==> config.mk <==
export PLATFORM = sky130hd
export DESIGN_NAME = dcr_top
export DESIGN_NICKNAME = d
export VERILOG_FILES = /design/src/hdl/dcr_pkg.sv /design/src/hdl/dcr_top.sv
export VERILOG_INCLUDE_DIRS = /design/src /design/src/hdl
export SDC_FILE = /design/constraint.sdc
export NUM_CORES = 1
export LEC_CHECK = 0
export BUFFER_PORTS_ARGS = -buffer_cell sky130_fd_sc_hd__clkbuf_2
export CELL_PAD_IN_SITES_DETAIL_PLACEMENT = 0
export CELL_PAD_IN_SITES_GLOBAL_PLACEMENT = 1
export CORE_AREA = 2 2 105 107
export CTS_CLUSTER_SIZE = 25
export DETAILED_ROUTE_END_ITERATION = 7
export DIE_AREA = 0 0 107 109
export GPL_ROUTABILITY_DRIVEN = 0
export PLACE_DENSITY = 0.9
export SETUP_SLACK_MARGIN = 0.3
export SYNTH_ARGS = -nofsm -noshare
export SYNTH_HDL_FRONTEND = slang
export SYNTH_SLANG_ARGS = --single-unit
==> constraint.sdc <==
create_clock -name clk -period 4.2 [get_ports clk]
set_input_delay 1.26 -clock clk [delete_from_list [all_inputs] [get_ports clk]]
set_output_delay 1.26 -clock clk [all_outputs]
set_load 0.1 [all_outputs]
==> src/hdl/dcr_consts.svh <==
`ifndef DCR_CONSTS_SVH
`define DCR_CONSTS_SVH
// register offsets
`define DCR_ADDR_LINK 8'h00
`define DCR_ADDR_IDENT 8'h01
`define DCR_ADDR_SPARE 8'h02
`define DCR_ADDR_SLEEP 8'h03
`define DCR_ADDR_CLEAR 8'h04
`define DCR_ADDR_OUTCFG 8'h05
`define DCR_ADDR_SOFTRST 8'h7f
// reset values
`define DCR_RST_LINK 16'h0000
`define DCR_RST_SPARE 16'h0000
`define DCR_RST_SLEEP 16'h0001
`define DCR_RST_CLEAR 16'h0000
`define DCR_RST_OUTCFG 16'h0003
// field positions
`define DCR_BIT_LINK_DIS 14
`define DCR_BIT_BUS_PASS 13
`define DCR_ADDR_MSB 4
`define DCR_BIT_MAN_SLEEP 1
`define DCR_BIT_AUTO_SLEEP 0
`define DCR_BIT_CLR_REQ 0
`define DCR_BIT_OUT1_MUTE 3
`define DCR_BIT_OUT0_MUTE 2
// soft reset codes
`define DCR_CODE_ASSERT 16'haa00
`define DCR_CODE_RELEASE 16'hdd00
`define DCR_CODE_PULSE 16'had00
`endif

==> src/hdl/dcr_pkg.sv <==
package dcr_pkg;
  // soft reset sequencer states
  typedef enum logic [2:0] {
    RST_RELEASED = 3'b001,
    RST_HELD = 3'b010,
    RST_PULSE = 3'b100
  } dcr_rst_state_type;

  // complete block state
  typedef struct packed {
    logic [15:0] link_word;
    logic [15:0] spare_word;
    logic [15:0] sleep_word;
    logic [15:0] clear_word;
    logic [15:0] outcfg_word;
    logic [15:0] rdata;
    logic rd_valid;
    dcr_rst_state_type rst_state;
    logic [1:0] serial_ctrl_in_sync;
    logic [1:0] los_sync;
    logic serial_out;
    logic clr_status;
    logic clr_pulse;
    logic sleep;
    logic out0_mute;
    logic out0_pd;
    logic out1_mute;
    logic out1_pd;
    logic soft_rst;
  } dcr_state_type;
endpackage

==> src/hdl/dcr_top.sv <==
// Operation
// - link disable 0 loops serial input to output; 1 holds output high
// - bus-through bit selects bus-through mode, resets to zero
// - five-bit unit address, reset zero, sets answering address
// - identification word is read-only; writes have no effect
// - soft reset returns all registers and control logic to defaults; read port and input synchronizers keep running
// - aa00 asserts soft reset, dd00 releases; register resets released
// - ad00 gives a single self-completing soft reset pulse
// - reset register reads aa00 while asserted, dd00 once released
// - auto sleep off: manual bit 0 awake, 1 asleep; resets zero
// - auto sleep on by default: sleep on loss of signal
// - clear request 1 clears sticky counts via four-phase handshake
// - sleep: driver one muted if bit set, else powered down
// - sleep: driver zero muted if bit set, else powered down
`timescale 1ns/10ps
`include "dcr_consts.svh"

module dcr_top #(
  parameter logic [15:0] IDENT_VALUE = 16'h5a01 // arbitrary value
) (
  input wire logic clk, // 40 MHz core clock
  input wire logic rst, // synchronous reset, active high
  input wire logic reg_wr_en, // register write strobe
  input wire logic reg_rd_en, // register read strobe
  input wire logic [7:0] reg_addr, // register offset
  input wire logic [15:0] reg_wdata, // write data
  output logic [15:0] reg_rdata, // read data, one cycle later
  output logic reg_rd_valid, // read data valid pulse
  input wire logic serial_ctrl_in, // serial control input pin
  output logic serial_ctrl_out, // serial control output pin
  input wire logic signal_lost, // loss of input signal
  output logic bus_pass_mode_enable, // bus-through mode
  output logic loop_through_disable, // loop-through disabled
  output logic [4:0] unit_bus_address, // device unit address
  output logic soft_reset_active, // soft reset in force
  output logic sticky_clear, // clear sticky counters pulse
  output logic clear_counts_status, // clear handshake status
  output logic sleep_active, // device asleep
  output logic driver_out_zero_mute, // driver zero muted
  output logic driver_out_zero_power_down, // driver zero powered down
  output logic driver_out_one_mute, // driver one muted
  output logic driver_out_one_power_down // driver one powered down
);

  dcr_pkg::dcr_state_type s_r;
  dcr_pkg::dcr_state_type s_nxt;

  // read decode of the register map
  function automatic logic [15:0] read_word(
    input logic [7:0] addr,
    input dcr_pkg::dcr_state_type s
  );
    logic [15:0] w;
    w = 16'h0000;
    unique case (addr)
      `DCR_ADDR_LINK: w = s.link_word;
      `DCR_ADDR_IDENT: w = IDENT_VALUE;
      `DCR_ADDR_SPARE: w = s.spare_word;
      `DCR_ADDR_SLEEP: w = s.sleep_word;
      `DCR_ADDR_CLEAR: w = s.clear_word;
      `DCR_ADDR_OUTCFG: w = s.outcfg_word;
      `DCR_ADDR_SOFTRST: w = (s.rst_state == dcr_pkg::RST_RELEASED) ?
                             `DCR_CODE_RELEASE : `DCR_CODE_ASSERT;
      default: w = 16'h0000;
    endcase
    return w;
  endfunction

  // write hit on one offset
  function automatic logic wr_hit(input logic [7:0] off);
    return reg_wr_en && (reg_addr == off);
  endfunction

  // next-state logic
  always_comb begin
    s_nxt = s_r;
    s_nxt.serial_ctrl_in_sync = {s_r.serial_ctrl_in_sync[0], serial_ctrl_in};
    s_nxt.los_sync = {s_r.los_sync[0], signal_lost};
    // soft reset sequencer
    unique case (s_r.rst_state)
      dcr_pkg::RST_RELEASED, dcr_pkg::RST_HELD: begin
        if (wr_hit(`DCR_ADDR_SOFTRST)) begin
          if (reg_wdata == `DCR_CODE_ASSERT) begin
            s_nxt.rst_state = dcr_pkg::RST_HELD;
          end else if (reg_wdata == `DCR_CODE_RELEASE) begin
            s_nxt.rst_state = dcr_pkg::RST_RELEASED;
          end else if (reg_wdata == `DCR_CODE_PULSE) begin
            s_nxt.rst_state = dcr_pkg::RST_PULSE;
          end
        end
      end
      dcr_pkg::RST_PULSE: s_nxt.rst_state = dcr_pkg::RST_RELEASED;
      default: s_nxt.rst_state = dcr_pkg::RST_RELEASED;
    endcase
    s_nxt.soft_rst = (s_nxt.rst_state != dcr_pkg::RST_RELEASED);
    // register writes, id word has no storage
    // full sixteen-bit storage
    if (wr_hit(`DCR_ADDR_LINK)) s_nxt.link_word = reg_wdata;
    if (wr_hit(`DCR_ADDR_SPARE)) s_nxt.spare_word = reg_wdata;
    if (wr_hit(`DCR_ADDR_SLEEP)) s_nxt.sleep_word = reg_wdata;
    if (wr_hit(`DCR_ADDR_CLEAR)) s_nxt.clear_word = reg_wdata;
    if (wr_hit(`DCR_ADDR_OUTCFG)) s_nxt.outcfg_word = reg_wdata;
    // read port
    s_nxt.rd_valid = reg_rd_en;
    s_nxt.rdata = reg_rd_en ? read_word(reg_addr, s_r) : 16'h0000;
    s_nxt.serial_out = s_r.link_word[`DCR_BIT_LINK_DIS] ? 1'b1 :
                       s_r.serial_ctrl_in_sync[1];
    s_nxt.clr_pulse = s_r.clear_word[`DCR_BIT_CLR_REQ] && !s_r.clr_status
                      && !s_r.clr_pulse;
    s_nxt.clr_status = s_r.clear_word[`DCR_BIT_CLR_REQ] &&
                       (s_r.clr_status || s_r.clr_pulse);
    // auto sleep on loss of signal
    s_nxt.sleep = s_r.sleep_word[`DCR_BIT_AUTO_SLEEP] ? s_r.los_sync[1] :
                  s_r.sleep_word[`DCR_BIT_MAN_SLEEP];
    // driver one mute or power down
    s_nxt.out1_mute = s_r.sleep && s_r.outcfg_word[`DCR_BIT_OUT1_MUTE];
    s_nxt.out1_pd = s_r.sleep && !s_r.outcfg_word[`DCR_BIT_OUT1_MUTE];
    // driver zero mute or power down
    s_nxt.out0_mute = s_r.sleep && s_r.outcfg_word[`DCR_BIT_OUT0_MUTE];
    s_nxt.out0_pd = s_r.sleep && !s_r.outcfg_word[`DCR_BIT_OUT0_MUTE];
    // defaults while soft reset in force
    if (s_nxt.soft_rst) begin
      s_nxt.link_word = `DCR_RST_LINK;
      s_nxt.spare_word = `DCR_RST_SPARE;
      s_nxt.sleep_word = `DCR_RST_SLEEP;
      s_nxt.clear_word = `DCR_RST_CLEAR;
      s_nxt.outcfg_word = `DCR_RST_OUTCFG;
      s_nxt.serial_out = 1'b0;
      s_nxt.clr_pulse = 1'b0;
      s_nxt.clr_status = 1'b0;
      s_nxt.sleep = 1'b0;
      s_nxt.out0_mute = 1'b0;
      s_nxt.out0_pd = 1'b0;
      s_nxt.out1_mute = 1'b0;
      s_nxt.out1_pd = 1'b0;
    end
  end

  // state register
  always_ff @(posedge clk) begin
    if (rst) begin
      s_r <= '0;
      s_r.link_word <= `DCR_RST_LINK;
      s_r.spare_word <= `DCR_RST_SPARE;
      s_r.sleep_word <= `DCR_RST_SLEEP;
      s_r.clear_word <= `DCR_RST_CLEAR;
      s_r.outcfg_word <= `DCR_RST_OUTCFG;
      s_r.rst_state <= dcr_pkg::RST_RELEASED;
    end else begin
      s_r <= s_nxt;
    end
  end

  // outputs straight from the state flops
  assign reg_rdata = s_r.rdata;
  assign reg_rd_valid = s_r.rd_valid;
  assign serial_ctrl_out = s_r.serial_out;
  assign bus_pass_mode_enable = s_r.link_word[`DCR_BIT_BUS_PASS];
  assign loop_through_disable = s_r.link_word[`DCR_BIT_LINK_DIS];
  assign unit_bus_address = s_r.link_word[`DCR_ADDR_MSB:0];
  assign soft_reset_active = s_r.soft_rst;
  assign sticky_clear = s_r.clr_pulse;
  assign clear_counts_status = s_r.clr_status;
  assign sleep_active = s_r.sleep;
  assign driver_out_zero_mute = s_r.out0_mute;
  assign driver_out_zero_power_down = s_r.out0_pd;
  assign driver_out_one_mute = s_r.out1_mute;
  assign driver_out_one_power_down = s_r.out1_pd;
endmodule

# Yosys cells after proc, flatten, opt, wreduce, memory -nomap -nowiden
# Index checks and enable logic that the tools add are counted.
[word_totals]
word_cells = 63
output_inout_bits = 33
regBits = 113
input_bits = 30
[op_classes]
reduce_logical = 22
bitwise_logic = 1
n_eq_ne = 12
muxes = 9
[ops]
columns = ["op", "count"]
rows = [
  ["16-bit case mux with 7 select lines", 1],
  ["16-bit == test, second input constant", 3],
  ["8-bit by 2-bit == test with 1-bit output, second input constant", 2],
  ["8-bit by 3-bit == test with 1-bit output, second input constant", 2],
  ["15-bit two-way mux", 1],
  ["3-bit two-way mux", 5],
  ["1-bit logical AND", 13],
  ["8-bit by 1-bit == test with 1-bit output, second input constant", 1],
  ["8-bit by 7-bit == test with 1-bit output, second input constant", 1],
  ["8-bit logical NOT", 1],
  ["2-bit OR reduction", 3],
  ["1-bit logical NOT", 4],
  ["3-bit by 1-bit == test with 1-bit output, second input constant", 1],
  ["3-bit by 2-bit == test with 1-bit output, second input constant", 1],
  ["3-bit by 1-bit != test with 1-bit output, second input constant", 1],
  ["1-bit two-way mux", 2],
  ["1-bit logical OR", 1],
  ["1-bit NOT", 1],
]

# Logic depth before layout (Yosys ltp)
# Gate-level depths: netlist of run 1.
[depth]
word_depth = 8
ltp_mapped = 8
mapped_depth_nobuf = 5

# Worst setup path after synthesis of run 1
# Ideal clock, no wire load.
[synth_timing]
kind = "input-to-reg"
from = "in reg_addr[5]"
to = "reg s_r[71] (netlist bit)"
required_time_ps = 4083
arrival_time_ps = 2998
stages = 8
slack_ps = 1085
setup_time_ps = 117
n_path_buf = 3
path_cell_list = "or4_1 > buf_2 > nor4b_4 > and2_1 > buf_4 > buf_6 > mux2i_1 > nor2_1"
[synth_between]
elab_chain_len = 6
elab_cells_between_ends = 8
cone_classes = "eq/ne (3); mux (2); reduce/logical (3)"
[synth_rtl]
columns = ["element", "line", "source"]
rows = [
  ["from (decl)", "dcr_top.sv:25", "input wire logic [7:0] reg_addr,"],
  ["8-bit by 7-bit == test with 1-bit output", "dcr_top.sv:71", "return reg_wr_en && (reg_addr == off);"],
  ["1-bit logical AND", "dcr_top.sv:71", ""],
  ["3-bit two-way mux", "dcr_top.sv:82", "if (wr_hit(`DCR_ADDR_SOFTRST)) begin"],
  ["3-bit two-way mux", "dcr_top.sv:80", "unique case (s_r.rst_state)"],
  ["3-bit by 1-bit != test with 1-bit output", "dcr_top.sv:95", "s_nxt.soft_rst = (s_nxt.rst_state != dcr_pkg::RST_RELEASED);"],
  ["2-bit OR reduction (no line)", "-", ""],
  ["to (signal assigned)", "dcr_top.sv:150", "s_r <= s_nxt;"],
  ["to (decl)", "dcr_top.sv:45", "dcr_pkg::dcr_state_type s_r;"],
]
# Parallel ways exist; a longest one is shown, timed or not.
# A chain may end at the register's enable or synchronous reset.

# Final worst setup path of run 1
[layout_timing]
from = "in reg_addr[5]"
to = "reg s_r[74] (netlist bit)"
# The elaborated chain is that of the path after synthesis.

==> summary.md, run 1 <==
| Metric | Value |
|---|---|
| Status | `complete, no violations` |
| CTS tree | `built` |
| Syn Nets | `between 500 and 600` |
| Pwr Density | `487.8 nW/um^2` |
| Setup TNS | `0 ns` |
| # Max-Cap Violations | `0` |
| Hold_buf cts | `0` |
| Rel. slew slack | `38.32%` |
| Final antenna diode count | `0` |
| Yosys top cell area share | `a little under half` |
| IR drop worst, VDD | `0.2120 mV` |
| Main flop type after synthesis | `dfxtp_1` |
| Yosys warns | `0` |
| Post-DRT Antenna Nets | `0` |
| Setup CP Type | `in2reg` |
| Postcts setup bufs | `0` |
| Core ar. | `10600 um^2` |
| Die Area | `11660 um^2` |
| DR vias | `between 4000 and 5000` |
| Initial Utilization | `44.96%` |
| Die height | `109 um` |
| Final wirelength | `12810 um` |
| Resized Gates After CTS | `0` |
| Worst-path clk slew | `0.06 ns` |
| First-pass detailed-route iteration total | `6` |
| First-pass GRT wire length | `20370 um` |
| H-tree levels | `4` |
| Slew Viols, Final | `0` |
| PortBufs | `62` |
| Skew-Pair Late Insertion Delay | `~0.5 ns` |
| I/O pin cnt | `63` |
| Fmax | `around 0.33 GHz` |
| Arr. time, crit path | `3.44 ns` |
| Fin util | `53.35%` |
| Fin crit period | `3.060 ns` |
| Nets@finish | `612` |
| Initial antenna violation count | `0` |
| Cells along the critical path | `clkbuf_2, or4_1, nor4b_4, and2_1, buf_4, mux2i_1, nor2_1` |
| Worst Hold Class | `reg2reg` |
| Mapped cell area | `roughly 4800 um^2` |
| Num CTS Buffers | `17` |
| Syn avg cell area | `8.652 um^2` |
| Critical Path RT | `4.58 ns` |
| RSZ-0062 raised after global routing | `false` |
| Final Hold Fails | `0` |
| GRT Overall Usage | `22.66%` |
| Die X | `107 um` |
| Leak | `1.972 nW` |
| Post-Synthesis Cells | `551` |
| CP Capture Type | `flop` |
| Post-synthesis cell type count | `53` |
| Crit path launch type | `input port` |
| Clock root cell | `clkbuf_8` |
| Grt total ovfl | `0` |
| Detailed placer's ending HPWL | `8008 um` |
| Most area-consuming cells after synthesis | `dfxtp_1, a21oi_1, nand3_1` |
| Slowest stage delay, CP | `about 0.72 ns` |
| Synth Register Bits | `113` |
| Initial detailed-routing violation count | `405` |
| Slew @ Worst Pin | `around 0.92 ns` |
| Slowest stage cell, crit path | `or4_1` |
| Detailed-route DRC error count | `0` |
| Row count | `38` |
| Routed WL per cell | `17.43 um` |
| CTS Buffer Depth | `2` |
| # setup viols final | `0` |
| Number of enable flip-flop cells after synthesis | `0` |
| Sequential share of the synthesized area | `47.45%` |
| Clock skew | `roughly 0.0068 ns` |
| Vias in the first global route | `3997` |
| Asr flop ratio synth | `0%` |
| Syn-to-layout area delta | `18.66%` |
| Largest area contributor in the synthesized netlist | `dfxtp_1` |
| # clock sinks | `roughly 110` |
| Largest net degree at the start of global routing | `between 80 and 90` |
| Layout cells sized above 1 | `20.00%` |
| Crit-path max FO | `8` |
| Period Utilization, post-route | `72.86%` |
| Via density | `5.782` |
## cell families after synthesis
kind of cell	Yosys count	synth area share, %
AOI/OAI and AO/OA	127	16.04
and+or+nand+nor	214	22.28
buffers and inverters	71	8.714
DFF	113	47.45
muxes	26	5.512
## stage by stage
| step | instances | setup WS (ns) | area, um^2 | hold slack (ns) | power (mW) |
|---|---|---|---|---|---|
| final | 735 | 1.140 | 5657 | 0.4336 | 2.760 |
| after global placement | 703 | 0.7407 | 4995 | 0.4203 | 1.201 |
| after detailed placement | 703 | 0.6890 | 4995 | 0.4390 | 1.202 |
| after CTS | 735 | 1.161 | 5657 | 0.4465 | 2.774 |
| after global routing | 735 | 1.037 | 5657 | 0.4670 | 2.836 |
| after floorplan | 551 | 1.085 | 4767 | 0.4114 | 1.162 |
## power breakdown
part	switching, mW	leakage (nW)	internal (mW)
Sequential	0.00146	0.911	1.08
Combinational	0.0780	0.741	0.0250
Clock	0.478	0.320	1.10
## final timing paths
check | from | endpoint | slack, ns | depth (start not counted)
worst max-delay path | reg_addr[5] | s_r[74] | 1.14 | 7
worst min-delay path | s_r[12] | serial_ctrl_out | 0.43 | 2
worst max register to register | s_r[13] | s_r[66] | 1.88 | 6
worst min register to register | s_r[12] | serial_ctrl_out | 0.43 | 2
## cell usage in the layout, fill, tap and decap left out, types with 5 or more instances in the layout
| cell | count |
|---|---|
| buf_4 | 11 |
| nor3_1 | 6 |
| inv_1 | 9 |
| a31oi_1 | 9 |
| clkbuf_16 | 16 |
| a22oi_1 | 24 |
| mux2i_1 | 24 |
| bufinv_16 | 5 |
| nand2b_1 | 6 |
| a21oi_1 | 73 |
| nor4_1 | 5 |
| clkbuf_8 | 6 |
| clkbuf_2 | 62 |
| nand2_1 | 75 |
| dfxtp_1 | 113 |
| nor2_1 | 28 |
| nand3_1 | 65 |
## area by class of cell
class,count,area [um^2]
multi-input combinational,367,2111
inverter,9,33.78
clock inverter,9,175.2
tap,140,175.2
sequential,113,2262
clock buffer,23,486.7
fill,968,4946
timing repair buffer,74,412.9
## sequential cells by signal (all words and copies together) (netlist names)
signal and flops:
bus_pass_mode_enable 1, clear_counts_status 1, sticky_clear 1, unit_bus_address 5, driver_out_zero_mute 1, s_nxt 2, reg_rd_valid 1, driver_out_one_mute 1
sleep_active 1, soft_reset_active 1, reg_rdata 16, driver_out_one_power_down 1, serial_ctrl_out 1, loop_through_disable 1, driver_out_zero_power_down 1, s_r 78
## worst max-delay path: cells and delay by family
family / cells / cell delay, ns
and+or+nand+nor: 4 / 1.61
buffers and inverters: 2 / 0.35
muxes: 1 / 0.21
## layer usage
layer | vias to the layer above | GRT usage, % | wire length (um) | share of wire [%]
li1 | 1998 | - | - | -
met1 | 2043 | 27.87 | 5409 | 42
met2 | 185 | 38.63 | 6196 | 48
met3 | 24 | 5.021 | 934 | 7.3
met4 | 0 | 9.184 | 272 | 2.1
met5 | - | 0 | 0 | 0
## synthesized netlist by cell type (2+ instances only)
library cell,n
nor3b_1,2
buf_4,22
nand2_1,75
a21oi_1,73
nor2_1,28
buf_6,7
buf_2,11
o221ai_1,2
mux2_2,2
a22oi_1,24
a211oi_1,4
o21ai_0,2
nor2b_1,4
nand2b_1,6
or4_1,2
inv_1,9
dfxtp_1,113
mux2i_1,24
nor3_1,6
or3_1,4
nor4_1,7
clkbuf_1,21
a31oi_1,9
nand3_1,65
Power figures use the tool's default switching activity.
==> run 2: changes to the inputs <==
Settings changed: ABC_AREA set to 1, CORE_AREA 2 2 105 107 to 2 2 122 124, DIE_AREA 0 0 107 109 to 0 0 124 126, PLACE_DENSITY 0.9 to 0.86.
Clock period 4.2 ns to 2.99 ns, I/O delays scaled along.
==> run 2 against run 1 <==
Net effect:
- sequential power up 41%
- critical endpoint is now loop_through_disable
- utilization down 5.9 points
- clock power up 27%
- sequential share of layout area down 6.7 points
- via count up 16%
- global-route usage down 2.6 points
==> summary.md, run 2 <==
| Metric | Value |
|---|---|
| # setup viols final | `0` |
| Period Utilization, post-route | `~76%` |
| Worst Hold Class | `reg2reg` |
| # Max-Cap Violations | `0` |
| Post-synthesis cell type count | `26` |
| Hold path endpoint | `s_r[12]` |
| Grt total ovfl | `0` |
| # fillers | `1459` |
| Die X | `124 um` |
| Core ar. | `14310 um^2` |
| Worst r2r src | `s_r[13]` |
| Sequential share of the synthesized area | `38.53%` |
| R2r endpoint | `s_r[75]` |
| Setup TNS | `0 ns` |
| I/O pin cnt | `63` |
| Clock root cell | `clkbuf_16` |
| Final antenna diode count | `0` |
| Max FFs per register | `78` |
| Skew-Pair Late Insertion Delay | `around 0.42 ns` |
| Row count | `44` |
| Postcts setup bufs | `0` |
| Metal2 WL | `6375 um` |
| Met1 wire length | `7180 um` |
| CP Capture Type | `output pin` |
| # clock sinks | `113` |
| Routed WL per cell | `13.40 um` |
| Post-Layout Cell Count | `1082` |
| Slowest stage cell, crit path | `clkbuf_2` |
| GRT Overall Usage | `20.09%` |
| CTS tree | `built` |
| Post-synth top cells | `nand2_1, inv_1, dfxtp_1, nor2_1, o21ai_0` |
| Switching Fraction | `21.67%` |
| Top reg by flops | `s_r` |
| Die height | `~130 um` |
| Detailed placer's ending HPWL | `10170 um` |
| Fmax | `0.4407 GHz` |
| Crit-path max FO | `4` |
| DR WL met3 | `741 um` |
| Slew Viols, Final | `0` |
| Crit path max-delay family | `buffers and inverters` |
| Syn Nets | `870` |
| Post-Synthesis Cells | `840` |
| Syn-to-layout area delta | `15.79%` |
| Largest net degree at the start of global routing | `33` |
| Synth Register Bits | `113` |
| Initial antenna violation count | `0` |
| First-pass GRT wire length | `23790 um` |
| Syn avg cell area | `6.990 um^2` |
| Clock skew | `0.005726 ns` |
| Hold Path Origin | `s_nxt[12]` |
| Via density | `4.553` |
| Fin crit period | `about 2.3 ns` |
| Number of enable flip-flop cells after synthesis | `0` |
| NetSw | `803.1 uW` |
| Leak | `around 2.7 nW` |
| H-tree levels | `4` |
| Count leader, synth | `nand2_1` |
| Critical Path RT | `2.09 ns` |
| Final wirelength | `~14000 um` |
| Num CTS Buffers | `17` |
| Reg2Reg Setup Slack | `~1.1 ns` |
| RSZ-0062 raised after global routing | `false` |
| Hold_buf cts | `0` |
| Worst reg2reg path depth | `9` |
| Asr flop ratio synth | `0%` |
| Cells after DPL | `1052` |
| Setup CP Type | `reg2out` |
| Resized Gates After CTS | `0` |
| CTS Buffer Depth | `2` |
| Mapped cell area | `~5900 um^2` |
| Commonest non-fill, non-tap cell in the layout | `nand2_1` |
| Nets@finish | `917` |
| Status | `complete, no violations` |
| Detailed-route DRC error count | `0` |
| Most area-consuming cells after synthesis | `dfxtp_1, nand2_1, nor2_4` |
| Initial detailed-routing violation count | `393` |
| Clk pwr share | `54.4%` |
| Initial Utilization | `around two fifths` |
| DR vias | `between 4000 and 5000` |
| Layout cells sized above 1 | `21.49%` |
| Worst Hold Depth | `2` |
| Most frequent cells in the layout | `nand2_1, inv_1, dfxtp_1, nor2_1, o21ai_0` |
| Yosys warns | `0` |
| IR drop worst, VDD | `0.3639 mV` |
| Rel. slew slack | `56.68%` |
| Internal power | `2.902 mW` |
| Final Hold Fails | `0` |
| Slew @ Worst Pin | `0.6482 ns` |
| Highest Signal Layer | `met4` |
| Worst-path clk slew | `0.05 ns` |
| Vias in the first global route | `4526` |
| Arr. time, crit path | `approximately 1.4 ns` |
| Yosys top cell area share | `38.53%` |
| Largest area contributor in the synthesized netlist | `dfxtp_1` |
| Pwr Density | `545.0 nW/um^2` |
| Main flop type after synthesis | `dfxtp_1` |
| Crit path launch type | `flop` |
| Die Area | `between 15000 and 20000 um^2` |
| Post-DRT Antenna Nets | `0` |
| Register share of total power | `40.9%` |
| Slowest stage delay, CP | `0.50 ns` |
| PortBufs | `62` |
| Buf/Inv on CP | `1` |
| Comb pwr share | `4.7%` |
| Cells along the critical path | `clkbuf_2` |
| First-pass detailed-route iteration total | `5` |
[run 2: logic make-up (layout without fill, tap and decap cells)]
kind of cell	after synthesis	after routing	synth area share [%]
buffers and inverters	202	260	16.32
AOI/OAI and AO/OA	101	101	8.907
and+or+nand+nor	424	424	36.25
DFF	113	113	38.53
[run 2: how the worst max path moves through the flow]
| stage | to | slack [ns] | depth (start not counted) | from |
|---|---|---|---|---|
| final | loop_through_disable | 0.72 | 1 | loop_through_disable |
| after global routing | loop_through_disable | 0.69 | 1 | loop_through_disable |
| after CTS | loop_through_disable | 0.71 | 1 | loop_through_disable |
| after detailed placement | s_r[73] | 0.44 | 12 | reg_wdata[0] |
| after global placement | s_r[78] | 0.47 | 12 | reg_wdata[0] |
| after floorplan | loop_through_disable | 0.89 | 11 | reg_addr[7] |
[run 2: power by group through the flow]
stage / clock [mW] / sequential (mW) / combinational (mW)
finish: 2.01 / 1.52 / 0.175
global route: 2.13 / 1.51 / 0.188
CTS: 2.05 / 1.52 / 0.175
detailed placement: 0 / 1.55 / 0.174
global placement: 0 / 1.55 / 0.175
floorplan: 0 / 1.56 / 0.103
[run 2: layer usage]
metal	vias to the layer above	global-route usage, %
met3	15	5.072
met2	122	30.22
met1	2208	27.97
met5	-	0
met4	0	6.808
li1	2581	-
[run 2: through the flow]
step           util (%)  total power, mW  instance area (um^2)  worst slack, ns  hold WS [ns]
2_1_floorplan         -            1.664                  5872           0.8864        0.3883
3_3_place_gp      43.37            1.721                  6207           0.4711        0.3956
3_5_place_dp      43.37            1.721                  6207           0.4442        0.3941
4_1_cts           47.50            3.738                  6799           0.7148        0.4016
5_1_grt           47.50            3.831                  6799           0.6884        0.4184
6_report          47.50            3.706                  6799           0.7211        0.4017
[run 2: area by class of cell]
class                      count  area (um^2)  area share [%]
sequential                   113         2262           33.27
multi-input combinational    525         2660           39.12
clock buffer                  26        519.2           7.637
tap                          184        230.2           3.386
clock inverter                 4        72.57           1.067
inverter                     151        566.8           8.336
timing repair buffer          79        488.0           7.177
==> run 3: changes to the inputs <==
Settings changed: CORE_AREA 2 2 122 124 to 2 2 128 130, DIE_AREA 0 0 124 126 to 0 0 130 132, PLACE_DENSITY 0.86 to 0.82.
Clock period 2.99 ns to 2 ns, I/O delays scaled along.
==> run 3 against run 2 <==
Net effect:
- via count is 5.2% higher
- global-route usage decreased by 0.74 points
- hold slack got worse by 0.047 ns
- utilization up 1.6 points
- clock-buffer cell count down 8
- clock power grew 51%
- combinational power grew 110%
- sequential share of layout area fell by 3.9 points
- wire length up 10%
- critical path depth did not move
- sequential cell count unchanged
- critical path type unchanged
- largest power group unchanged
- highest routed layer unchanged
==> summary.md, run 3 (synthesis gave the netlist of run 2 again) <==
| Metric | Value |
|---|---|
| Status | `complete, no violations` |
| Skew-Pair Late Insertion Delay | `0.43 ns` |
| Final wirelength | `15970 um` |
| Syn-to-layout area delta | `31.52%` |
| Worst-path clk slew | `0.06 ns` |
| Setup CP Type | `reg2out` |
| Design Area, Final | `7722 um^2` |
| Vias in the first global route | `4824` |
| Die Area | `17160 um^2` |
| Slew Viols, Final | `0` |
| PortBufs | `62` |
| Critical Path RT | `1.40 ns` |
| Detailed placer's ending HPWL | `11490 um` |
| Worst reg2reg path depth | `9` |
| Fin crit period | `1.667 ns` |
| Leak | `between 3 and 4 nW` |
| Post-DRT Antenna Nets | `0` |
| Worst r2r src | `s_r[13]` |
| Fin util | `49.15%` |
| Rel. slew slack | `46.78%` |
| Grt total ovfl | `0` |
| Final antenna diode count | `0` |
| Arr. time, crit path | `1.07 ns` |
| Detailed-route DRC error count | `0` |
| Crit path launch type | `flop` |
| Slowest stage delay, CP | `0.41 ns` |
| Initial Utilization | `37.37%` |
| Crit-path max FO | `3` |
| Critical Path Start | `unit_bus_address[4]` |
| Core ar. | `15710 um^2` |
| Die X | `130 um` |
| # Max-Cap Violations | `0` |
| Nets@finish | `977` |
| Most frequent cells in the layout | `nand2_1, inv_1, dfxtp_1, nor2_1, o21ai_0` |
| Row count | `46` |
| Initial detailed-routing violation count | `311` |
| Worst Hold Class | `in2reg` |
| Hold Path Origin | `serial_ctrl_in` |
| CTS tree | `built` |
| GRT Overall Usage | `19.35%` |
| CTS Buffer Depth | `2` |
| First-pass detailed-route iteration total | `5` |
| Top reg by flops | `s_r` |
| Worst Hold Depth | `3` |
| Slew @ Worst Pin | `between 0.7 and 0.8 ns` |
| Clock skew | `~0.011 ns` |
| Critical path depth | `1` |
| Crit path max-delay family | `flip-flops` |
| Num CTS Buffers | `17` |
| DR vias | `5183` |
| Hold Slack | `0.3552 ns` |
| Fmax | `0.6000 GHz` |
| Commonest non-fill, non-tap cell in the layout | `nand2_1` |
| Clock root cell | `clkbuf_16` |
| Slowest stage cell, crit path | `dfxtp_1` |
| Die height | `132 um` |
| CP Capture Type | `output pin` |
| Via density | `4.407` |
| Cells along the critical path | `buf_8` |
| Largest net degree at the start of global routing | `24` |
| # clock sinks | `between 100 and 150` |
| Max FFs per register | `just under 80` |
| Period Utilization, post-route | `83.33%` |
| IR drop worst, VDD | `slightly above 0.6 mV` |
| Final Hold Fails | `0` |
| First-pass GRT wire length | `25320 um` |
| RSZ-0062 raised after global routing | `false` |
| Buf/Inv on CP | `1` |
| I/O pin cnt | `63` |
| Routed WL per cell | `approximately 14 um` |
| Post-DP Area | `between 6000 and 7000 um^2` |
| # setup viols final | `0` |
| Initial antenna violation count | `0` |
| H-tree levels | `4` |
| Layout cells sized above 1 | `29.17%` |
| Pwr Density | `roughly 730 nW/um^2` |
-- run 3: cell count changes in the layout (fill, tap and decap cells not counted), sizes merged --
cell,change
buf,+64
nand2,+1
clkinv,+3
inv,+2
clkbuf,-13
clkinvlp,+5
-- run 3: worst paths after layout --
path | end | slack [ns]
setup / recovery | unit_bus_address[4] | 0.33
hold / removal | s_nxt[12] | 0.36
hold reg to reg | s_r[12] | 0.40
setup reg to reg | s_r[107] | 0.36
-- run 3: worst reg2reg max path: cells and delay by family (launching register included) --
kind	cells	cell delay (ns)
AND/OR/NAND/NOR	5	0.58
buffers and inverters	3	0.39
flip-flops	1	0.35
AO/OA/AOI/OAI	1	0.20
-- run 3: power by group --
part | internal, mW | switching (mW) | leakage, nW
sequential | 2.26 | 0.00359 | 0.912
combinational | 0.136 | 0.226 | 1.95
clock | 1.87 | 1.17 | 0.271
total | 4.27 | 1.40 | 3.13
-- run 3: area by class of cell --
type	instances	area, um^2
Fill cell	1560	7990
Inverter	151	566.8
Sequential cell	113	2267
Clock buffer	18	439.2
Clock inverter	14	157.7
Tap cell	216	270.3
Multi-Input combinational cell	526	2708
Timing Repair Buffer	138	1314
-- run 3: per-layer routing --
metal  up-vias  wire length, um  GRT usage, %
met5         -                0             0
met4         0              287         6.631
met3        20              700         5.032
met2        90             7059         28.33
met1      2365             7927         27.45
li1       2708                -             -
-- run 3: metrics by stage --
stage | power (mW) | setup WS [ns] | setup TNS (ns) | cells
after global placement | 2.630 | 0.008780 | 0 | 1136
after detailed placement | 2.629 | -0.02360 | -0.1348 | 1136
after CTS | 5.675 | 0.1906 | 0 | 1168
after floorplan | 2.496 | 0.2764 | 0 | 840
final | 5.668 | 0.3334 | 0 | 1176
after global routing | 5.853 | 0.3023 | 0 | 1176
-- run 3: repair_timing --
item                       in CTS  in global routing
setup endpoints to repair      33                 91
hold buffers                    0                  0
resized for setup              43                 24
gates cloned                    0                  7
pin swaps                       0                  2
setup buffers                   0                  1
